--- config.mk ---
export PLATFORM = sky130hd
export DESIGN_NAME = sbi_irq_sources
export DESIGN_NICKNAME = d
export VERILOG_FILES = /design/src/sbi_pkg.sv /design/src/sbi_irq_sources.sv /design/src/sbi_byte_counter.sv
export SDC_FILE = /design/constraint.sdc
export NUM_CORES = 1
export LEC_CHECK = 0
export BUFFER_PORTS_ARGS = -buffer_cell sky130_fd_sc_hd__clkbuf_2
export CAP_MARGIN = 20
export CORE_AREA = 2 2 82 84
export DETAILED_ROUTE_END_ITERATION = 10
export DIE_AREA = 0 0 84 86
export PLACE_DENSITY = 0.85
export SLEW_MARGIN = 10
export SYNTH_ARGS = -nofsm -noshare
export SYNTH_HDL_FRONTEND = slang
export SYNTH_SLANG_ARGS = --single-unit
--- constraint.sdc ---
create_clock -name clk_i -period 3.6 [get_ports clk_i]
set_input_delay 0.18 -clock clk_i [delete_from_list [all_inputs] [get_ports clk_i]]
set_output_delay 0.18 -clock clk_i [all_outputs]
set_load 0.05 [all_outputs]
--- src/sbi_pkg.sv ---
package sbi_pkg;

	// APB register byte offsets
	localparam logic [7:0] ADDR_STATUS = 8'h00;
	localparam logic [7:0] ADDR_MASK   = 8'h04;
	localparam logic [7:0] ADDR_LENGTH = 8'h08;
	localparam logic [7:0] ADDR_SCNT   = 8'h0c;
	localparam logic [7:0] ADDR_FCNT   = 8'h10;

	// Flag field positions in status and mask
	localparam int BIT_COMM_ERROR  = 0;
	localparam int BIT_START       = 1;
	localparam int BIT_STATUS_COMM = 2;
	localparam int BIT_END_OF_COMM = 3;
	localparam int BIT_END_OF_FRM  = 4;
	localparam int BIT_TX_WRITE    = 5;
	localparam int BIT_RX_READ     = 6;
	localparam int FLAG_W          = 7;

	// Values after reset
	localparam logic [6:0] STATUS_RST = 7'h00;
	localparam logic [6:0] MASK_RST   = 7'h00;
	localparam logic [7:0] LENGTH_RST = 8'h01;
	localparam logic [8:0] SCNT_RST   = 9'h001;
	localparam logic [8:0] FCNT_RST   = 9'h020;

	// Bytes per frame preset of the frame counter
	localparam logic [8:0] FRAME_MAX_BYTES = 9'h020;

	// Bus field the protocol engine is in
	typedef enum logic [2:0] {
		FLD_IDLE,
		FLD_HEADER,
		FLD_ADDRESS,
		FLD_CONTROL,
		FLD_LENGTH,
		FLD_DATA
	} sbi_field_type;

	// Frame context, levels from the protocol engine
	typedef struct packed {
		logic          is_master;
		logic          is_xmit;
		logic          is_broadcast;
		logic          slave_match;
		sbi_field_type field;
	} sbi_ctx_type;

	// One-cycle event pulses from the protocol engine
	typedef struct packed {
		logic timing_err;
		logic parity_err;
		logic nack;
		logic underrun;
		logic overrun;
		logic addr_done;
		logic arb_lost;
		logic ctrl_done;
		logic byte_done;
		logic byte_ack;
		logic byte_ok;
		logic tx_shift_load;
		logic frame_start;
	} sbi_evt_type;

	// Status / mask layout, bit 0 at the bottom
	typedef struct packed {
		logic rx_read_request;
		logic tx_write_request;
		logic end_of_frame_flag;
		logic end_of_comm_flag;
		logic status_comm_flag;
		logic start_flag;
		logic comm_error_flag;
	} sbi_flags_type;

	// APB request from the master
	typedef struct packed {
		logic        psel;
		logic        penable;
		logic        pwrite;
		logic [7:0]  paddr;
		logic [31:0] pwdata;
	} sbi_apb_req_type;

endpackage : sbi_pkg

--- src/sbi_irq_sources.sv ---
// Operation
// - Error flag sets on timing, parity, NACK, underrun or overrun.
// - Timing errors any role/field; parity off-data individual, anywhere broadcast.
// - NACK error off-data individual; underrun on tx data; overrun broadcast rx data.
// - Master: start after address field; always on lost arbitration.
// - Slave: start after address field only when this unit is addressed.
// - Slave: status interrupt in control field regardless of transmit enable.
// - Status interrupt also when NACK returned in control field.
// - End-of-communication flag when success counter reaches zero in data.
// - End-of-frame flag when frame counter reaches zero in data.
// - Transmit write request each time buffered byte moves to shift register, except for the last byte of the transfer or frame.
// - Receive read request only after an error-free received data byte.
// - Requests split into vector CPU interrupts and DMA start requests.
// - DMA start request is OR of transmit write and receive read.
// - Vector interrupt is OR of the five status flags.
// - Success counter drops on acked data bytes; frame counter on every data byte.
//
// Our own choices: the register addresses and register access over APB.
module sbi_irq_sources (
	// Clock and reset
	input  wire logic                     clk_i,
	input  wire logic                     arst_n_i,
	// APB slave
	input  wire logic                     psel_i,
	input  wire logic                     penable_i,
	input  wire logic                     pwrite_i,
	input  wire logic [7:0]               paddr_i,
	input  wire logic [31:0]              pwdata_i,
	output logic      [31:0]              prdata_o,
	output logic                          pready_o,
	output logic                          pslverr_o,
	// Protocol engine
	input  wire sbi_pkg::sbi_ctx_type     ctx_i,
	input  wire sbi_pkg::sbi_evt_type     evt_i,
	// Data register service by DMA or CPU
	input  wire logic                     tx_data_written_i,
	input  wire logic                     rx_data_read_i,
	// Requests
	output logic                          vector_irq_request_o,
	output logic                          dma_start_request_o,
	output logic                          irq_o
);

	// ---- APB decode ----
	sbi_pkg::sbi_apb_req_type req;
	logic                     pready_ff;
	logic                     nxt_pready;
	logic [31:0]              prdata_ff;
	logic [31:0]              nxt_prdata;
	logic                     pslverr_ff;
	logic                     nxt_pslverr;

	assign req.psel    = psel_i;
	assign req.penable = penable_i;
	assign req.pwrite  = pwrite_i;
	assign req.paddr   = paddr_i;
	assign req.pwdata  = pwdata_i;

	wire access  = req.psel && req.penable;
	wire commit  = access && pready_ff;
	wire wr_en   = commit && req.pwrite;
	wire sel_st  = (req.paddr == sbi_pkg::ADDR_STATUS);
	wire sel_msk = (req.paddr == sbi_pkg::ADDR_MASK);
	wire sel_len = (req.paddr == sbi_pkg::ADDR_LENGTH);
	wire sel_sc  = (req.paddr == sbi_pkg::ADDR_SCNT);
	wire sel_fc  = (req.paddr == sbi_pkg::ADDR_FCNT);
	// Unmapped offsets answer with an error, writes dropped
	wire mapped  = sel_st || sel_msk || sel_len || sel_sc || sel_fc;

	// One wait state: pready rises in the second access cycle
	assign nxt_pready  = access && !pready_ff;
	assign nxt_pslverr = access && !pready_ff && !mapped;

	// ---- Registers ----
	sbi_pkg::sbi_flags_type status_ff;
	sbi_pkg::sbi_flags_type nxt_status;
	logic [6:0]             mask_ff;
	logic [6:0]             nxt_mask;
	logic [7:0]             length_ff;
	logic [7:0]             nxt_length;
	logic                   vec_ff;
	logic                   dma_ff;
	logic                   irq_ff;

	// ---- Counters ----
	logic [8:0] scnt;
	logic [8:0] fcnt;
	logic       scnt_zero;
	logic       fcnt_zero;

	// ---- Event qualification ----
	sbi_pkg::sbi_ctx_type ctx;
	sbi_pkg::sbi_evt_type evt;

	assign ctx = ctx_i;
	assign evt = evt_i;

	wire in_data = (ctx.field == sbi_pkg::FLD_DATA);
	wire in_ctrl = (ctx.field == sbi_pkg::FLD_CONTROL);
	wire is_rx   = !ctx.is_xmit;

	wire err_timing = evt.timing_err;
	wire err_parity = evt.parity_err && is_rx &&
		(ctx.is_broadcast || !in_data);
	wire err_nack   = evt.nack && !ctx.is_broadcast && !in_data;
	wire err_under  = evt.underrun && ctx.is_xmit && in_data;
	wire err_over   = evt.overrun && is_rx && ctx.is_broadcast &&
		in_data;

	wire set_err = err_timing || err_parity || err_nack ||
		err_under || err_over;

	wire start_master = ctx.is_master && evt.addr_done;
	wire start_lost   = evt.arb_lost;
	wire start_slave  = !ctx.is_master && evt.addr_done &&
		ctx.slave_match;
	wire set_start    = start_master || start_lost || start_slave;

	// Slave status interrupt ignores the transmit enable
	wire stat_ctrl = !ctx.is_master && evt.ctrl_done;
	wire stat_nack = evt.nack && in_ctrl;
	wire set_stat  = stat_ctrl || stat_nack;

	// Counter stepping on data bytes
	wire data_byte = evt.byte_done && in_data;
	wire dec_scnt  = data_byte && evt.byte_ack;
	wire dec_fcnt  = data_byte;

	wire set_endc = scnt_zero;
	wire set_endf = fcnt_zero;

	// Last byte: only one left in the transfer or the frame
	wire last_byte = (scnt == 9'h001) || (fcnt == 9'h001);
	wire set_txw   = evt.tx_shift_load && ctx.is_xmit && in_data &&
		!last_byte;
	wire set_rxr   = data_byte && is_rx && evt.byte_ok;

	// Length 0 means 256 bytes
	wire [8:0] scnt_load = {(length_ff == 8'h00), length_ff};

	// Frame start reloads both counters; load beats a step
	sbi_byte_counter #(
		.WIDTH (9)
	) u_success_cnt (
		.clk_i      (clk_i),
		.arst_n_i   (arst_n_i),
		.load_i     (evt.frame_start),
		.load_val_i (scnt_load),
		.rst_val_i  (sbi_pkg::SCNT_RST),
		.dec_i      (dec_scnt),
		.count_o    (scnt),
		.hit_zero_o (scnt_zero)
	);

	sbi_byte_counter #(
		.WIDTH (9)
	) u_frame_cnt (
		.clk_i      (clk_i),
		.arst_n_i   (arst_n_i),
		.load_i     (evt.frame_start),
		.load_val_i (sbi_pkg::FRAME_MAX_BYTES),
		.rst_val_i  (sbi_pkg::FCNT_RST),
		.dec_i      (dec_fcnt),
		.count_o    (fcnt),
		.hit_zero_o (fcnt_zero)
	);

	// ---- Status set / clear ----
	sbi_pkg::sbi_flags_type set_vec;
	logic [6:0]             clr_vec;

	assign set_vec.comm_error_flag   = set_err;
	assign set_vec.start_flag        = set_start;
	assign set_vec.status_comm_flag  = set_stat;
	assign set_vec.end_of_comm_flag  = set_endc;
	assign set_vec.end_of_frame_flag = set_endf;
	assign set_vec.tx_write_request  = set_txw;
	assign set_vec.rx_read_request   = set_rxr;

	// Write one to clear; DR service clears the data requests
	wire [6:0] sw_clr = (wr_en && sel_st) ? pwdata_i[6:0] : 7'h00;
	assign clr_vec = sw_clr |
		(7'(tx_data_written_i) << sbi_pkg::BIT_TX_WRITE) |
		(7'(rx_data_read_i) << sbi_pkg::BIT_RX_READ);

	// Set wins over a clear in the same cycle
	generate
		for (genvar gi = 0; gi < sbi_pkg::FLAG_W; gi++)
		begin : g_flag
			assign nxt_status[gi] = set_vec[gi] ||
				(status_ff[gi] && !clr_vec[gi]);
		end
	endgenerate
	assign nxt_mask   = (wr_en && sel_msk) ? pwdata_i[6:0] : mask_ff;
	assign nxt_length = (wr_en && sel_len) ? pwdata_i[7:0] : length_ff;

	// ---- Request outputs ----
	wire nxt_vec = nxt_status.comm_error_flag ||
		nxt_status.start_flag || nxt_status.status_comm_flag ||
		nxt_status.end_of_comm_flag ||
		nxt_status.end_of_frame_flag;
	wire nxt_dma = nxt_status.tx_write_request ||
		nxt_status.rx_read_request;
	wire nxt_irq = |(nxt_status & nxt_mask);

	// ---- Read mux ----
	// Read words, unused high bits read as zero
	wire [31:0] rd_status = {25'h0, status_ff};
	wire [31:0] rd_mask   = {25'h0, mask_ff};
	wire [31:0] rd_length = {24'h0, length_ff};
	wire [31:0] rd_scnt   = {24'h0, scnt[7:0]};
	wire [31:0] rd_fcnt   = {24'h0, fcnt[7:0]};

	// Word launched in the wait state, stands with pready
	assign nxt_prdata = !nxt_pready ? 32'h0000_0000 :
		sel_st  ? rd_status :
		sel_msk ? rd_mask :
		sel_len ? rd_length :
		sel_sc  ? rd_scnt :
		sel_fc  ? rd_fcnt : 32'h0000_0000;

	always_ff @(posedge clk_i or negedge arst_n_i)
	begin
		if (!arst_n_i)
		begin
			pready_ff  <= 1'b0;
			pslverr_ff <= 1'b0;
			prdata_ff  <= 32'h0000_0000;
		end
		else
		begin
			pready_ff  <= nxt_pready;
			pslverr_ff <= nxt_pslverr;
			prdata_ff  <= nxt_prdata;
		end
	end

	always_ff @(posedge clk_i or negedge arst_n_i)
	begin
		if (!arst_n_i)
		begin
			status_ff <= sbi_pkg::STATUS_RST;
		end
		else
		begin
			status_ff <= nxt_status;
		end
	end

	always_ff @(posedge clk_i or negedge arst_n_i)
	begin
		if (!arst_n_i)
		begin
			mask_ff <= sbi_pkg::MASK_RST;
		end
		else
		begin
			mask_ff <= nxt_mask;
		end
	end

	always_ff @(posedge clk_i or negedge arst_n_i)
	begin
		if (!arst_n_i)
		begin
			length_ff <= sbi_pkg::LENGTH_RST;
		end
		else
		begin
			length_ff <= nxt_length;
		end
	end

	always_ff @(posedge clk_i or negedge arst_n_i)
	begin
		if (!arst_n_i)
		begin
			vec_ff <= 1'b0;
			dma_ff <= 1'b0;
		end
		else
		begin
			vec_ff <= nxt_vec;
			dma_ff <= nxt_dma;
		end
	end

	always_ff @(posedge clk_i or negedge arst_n_i)
	begin
		if (!arst_n_i)
		begin
			irq_ff <= 1'b0;
		end
		else
		begin
			irq_ff <= nxt_irq;
		end
	end

	// Every output comes straight from a flop
	assign prdata_o             = prdata_ff;
	assign pready_o             = pready_ff;
	assign pslverr_o            = pslverr_ff;
	assign vector_irq_request_o = vec_ff;
	assign dma_start_request_o  = dma_ff;
	assign irq_o                = irq_ff;

endmodule // sbi_irq_sources

--- src/sbi_byte_counter.sv ---
module sbi_byte_counter #(
	parameter int WIDTH = 9
) (
	// Clock and reset
	input  wire logic             clk_i,
	input  wire logic             arst_n_i,
	// Control
	input  wire logic             load_i,
	input  wire logic [WIDTH-1:0] load_val_i,
	input  wire logic [WIDTH-1:0] rst_val_i,
	input  wire logic             dec_i,
	// State
	output logic      [WIDTH-1:0] count_o,
	output logic                  hit_zero_o
);

	logic [WIDTH-1:0] count_ff;
	logic [WIDTH-1:0] nxt_count;
	wire              at_one;
	wire              at_zero;

	assign at_one     = (count_ff == WIDTH'(1));
	assign at_zero    = (count_ff == '0);
	assign hit_zero_o = dec_i && at_one && !load_i;
	assign count_o    = count_ff;

	// Load wins; no wrap below zero
	assign nxt_count = load_i ? load_val_i :
		(dec_i && !at_zero) ? count_ff - WIDTH'(1) : count_ff;

	// Reset clears the count; the first clock after reset loads the package constant wired in at the top, or load_val_i if load_i is high
	logic [WIDTH-1:0] seed_val;
	logic             rst_done_ff;

	always_ff @(posedge clk_i or negedge arst_n_i)
	begin
		if (!arst_n_i)
		begin
			count_ff    <= '0;
			rst_done_ff <= 1'b0;
		end
		else
		begin
			count_ff    <= rst_done_ff ? nxt_count : seed_val;
			rst_done_ff <= 1'b1;
		end
	end

	assign seed_val = load_i ? load_val_i : rst_val_i;

endmodule // sbi_byte_counter

==> results.cfg <==
[sta]
finalClockSkew_ns = 0.00628
hold_viol_final = 0
fmax_ghz = 0.431
period_minus_slack_ns = 2.32
worst_slew_pin_slew_ns = 0.802
setup-tns-final_ns = 0
fin_crit_sh = 0.645
rsz0062_at_grt = no
setup_ws_ns = 1.28
maxSlewHeadroom = 0.464
slew_violations = 0
setup_viol = 0

[clock_tree]
cts.path.max_buffers = 2
root_buffer = clkbuf_8
cts_max_level = 2
insertion_delay_ns = 0.31
post_cts_buffers = 0
cts_sinks = 54
clk_pin_slew_ns = 0.09
cts_tree = built
numCtsBuffers = 5

[routing]
wl_met1_um = 2990
wl_met2_um = 3430
post_drt_via_cell_ratio = 5.67
vias = 2559
dr.pass1.iters = 6
wl_met3_um = 599
routedWlPerCell_um = 15.9
drc = 0
ant_nets = 0
highest_layer = met4
drt_wl_total_um = 7150
drtIter0Drc = 265

[critical_path]
worstSetupEndpointType = flop
arrival_ns = 2.52
critPathMaxFanout = 4
cp_data_required_time_ns = 3.80
reg2regPathDepth = 8
crit_path_start_kind = flop
critical_path_class = flop to flop

[power]
swShare = 0.301
p_comb_frac = 0.158
pwr-share-seq = 0.549
peakVddDrop_mv = 0.203
p_leak_nw = 1.63
switchingPower_w = 0.000342
p_per_area_nw_per_um2 = 334
pwr-share-clk = 0.294
p_int_w = 0.000795

[finish]
nets = 447
antenna_cells = 0
mostFrequentLayoutCells = 55 x clkbuf_2, 53 x dfrtp_1, 30 x nand2_1
instances_no_fill = 451
layout_commonest_cell = clkbuf_2
drive_gt1_frac = 0.225
area_delta_synth_final_pct = 10.6
final_cell_area_um2 = 3400
final_util = 0.542

[synth]
seq_area_frac_synth = 0.439
ys.flop_type = dfrtp_1
synth_seq_cells = 54
synth_edf_count = 0
synth.cell_area_um2 = 3080
syn_area_per_cell_um2 = 9.59
synth_area_leaders = dfrtp_1 43%, buf_4 6.1%, mux2_2 4.8%
ys_warn_count = 0
synth_top_area_frac = 0.431
synth_top_cell_by_area = dfrtp_1
yosys.cell_types.count = 53
syn_inst = 321
async_flop_share = 1.00

[worst_hold_path]
hp-class = input port to flop
min_path_cells = 2

[floorplan]
die_w_um = 84
num_rows = 29
die_area_um2 = 7220
coreArea_um2 = 6280
die_h_um = 86
design.portCount = 104
start_util = 0.491

[placement]
port-buffer-count = 55
place_area_um2 = 3310
pre_cts_slack_ns = 1.06
globalplace.congestion = 0.931
dp_hpwl_um = 5580
place_inst = 443

[global_route]
grt.total_usage = 0.209
grt_max_degree = 39
antenna_found_initial = 0
grt_pass1_wl_um = 11900
grt_pass1_vias = 2431
grt-ovfl-total = 0

[flow_run]
max_cap_viol_count = 0

[outcome]
status = completed
==> power by group through the flow <==
stage / Sequential, W / Combinational (W) / Clock, W
floorplan: 0.000641 / 0.000133 / 0
global placement: 0.000635 / 0.000175 / 0
detailed placement: 0.000636 / 0.000178 / 0
CTS: 0.000624 / 0.000179 / 0.000340
global route: 0.000626 / 0.000196 / 0.000369
finish: 0.000624 / 0.000179 / 0.000334
==> synthesized netlist by cell type, types with 2 or more instances <==
cell       instances
nand3_1            8
o21ai_0           29
nand2_1           30
dfrtp_1           53
nor3b_1            2
nand4_1            2
a21oi_1           16
nor4b_1            2
nor3_1             7
nand4b_1           4
mux2_2            13
o2bb2ai_1          4
xor2_1            11
o22ai_1            2
xnor2_1            3
a22oi_1            2
mux2i_1            5
or4_1              3
nor2_1            21
buf_2              3
inv_1             15
a211oi_1           3
a31oi_1            2
and4_1             2
nand2b_1           2
a21boi_0           2
clkbuf_1           4
conb_1             2
ha_1               6
nand3b_1           5
nor4_1             6
nor2b_1            7
buf_4             25
==> stage by stage <==
stage | hold WS, ns | total power (W)
after global routing | 0.0817 | 0.00119
final | 0.0875 | 0.00114
after floorplan | -0.116 | 0.000775
after global placement | 0.130 | 0.000810
after CTS | 0.0847 | 0.00114
after detailed placement | 0.137 | 0.000814
==> cell type report <==
type	instances	area [um^2]
clock buffers	5	68.8
flip-flops and latches	54	1350
inverters	16	60.1
well taps	77	96.3
multi-input cells	240	1520
clock inverters	2	13.8
repair buffers	57	293
fillers	576	2870
==> path summary, 6_finish.rpt <==
kind / end / start / slack (ns)
worst min register to register: mask_ff[1]$_DFF_PN0_ / mask_ff[1]$_DFF_PN0_ / 0.52
worst min-delay path: length_ff[7]$_DFFE_PN0P_ / pwdata_i[7] / 0.09
worst max-delay path: irq_o$_DFF_PN0_ / u_frame_cnt.count_o[1]$_DFFE_PN0P_ / 1.28
max in group asynchronous: length_ff[0]$_DFFE_PN1P_ / arst_n_i / 2.43
min in group asynchronous: rd_status[5]$_DFF_PN0_ / arst_n_i / 0.32
worst max register to register: irq_o$_DFF_PN0_ / u_frame_cnt.count_o[1]$_DFFE_PN0P_ / 1.28
==> cells by family (layout without fill, tap and decap cells) <==
kind of cell / count (synthesis) / count (layout) / share of synthesized area
and+or+nand+nor: 107 / 107 / 0.192
AOI/OAI and AO/OA: 69 / 69 / 0.139
DFF: 54 / 54 / 0.439
buffers and inverters: 50 / 80 / 0.0951
muxes: 19 / 19 / 0.0675
xor gates and xnor gates: 14 / 14 / 0.0398
adders and majority gates: 6 / 6 / 0.0244
other: 2 / 25 / 0.00244
==> state kept, by name (all words and copies together), names as in the netlist, 7 cells and up <==
name                   cells
length_ff                  8
mask_ff                    7
prdata_o                   8
rd_status                  7
u_frame_cnt.count_o        9
u_success_cnt.count_o      9
==> what timing repair did <==
action	in CTS	in global routing
endpoints found under the hold margin	16	0
resized for setup	0	0
hold buffers	1	0
==> metal layers <==
layer  vias up  global-route usage
li1       1183                   -
met1      1227               0.279
met2       137               0.341
met3        12              0.0481
met4         0              0.0704
met5         -                   0
==> critical path, cell delays in order, from the launching register on <==
cell      delay [ns]
dfrtp_1         0.44
inv_1           0.12
ha_1            0.16
nor4b_1         0.38
a211oi_1        0.23
a22oi_4         0.24
nor2b_4         0.07
a221o_1         0.27
or3_1           0.30
Power figures use the tool's default switching activity.
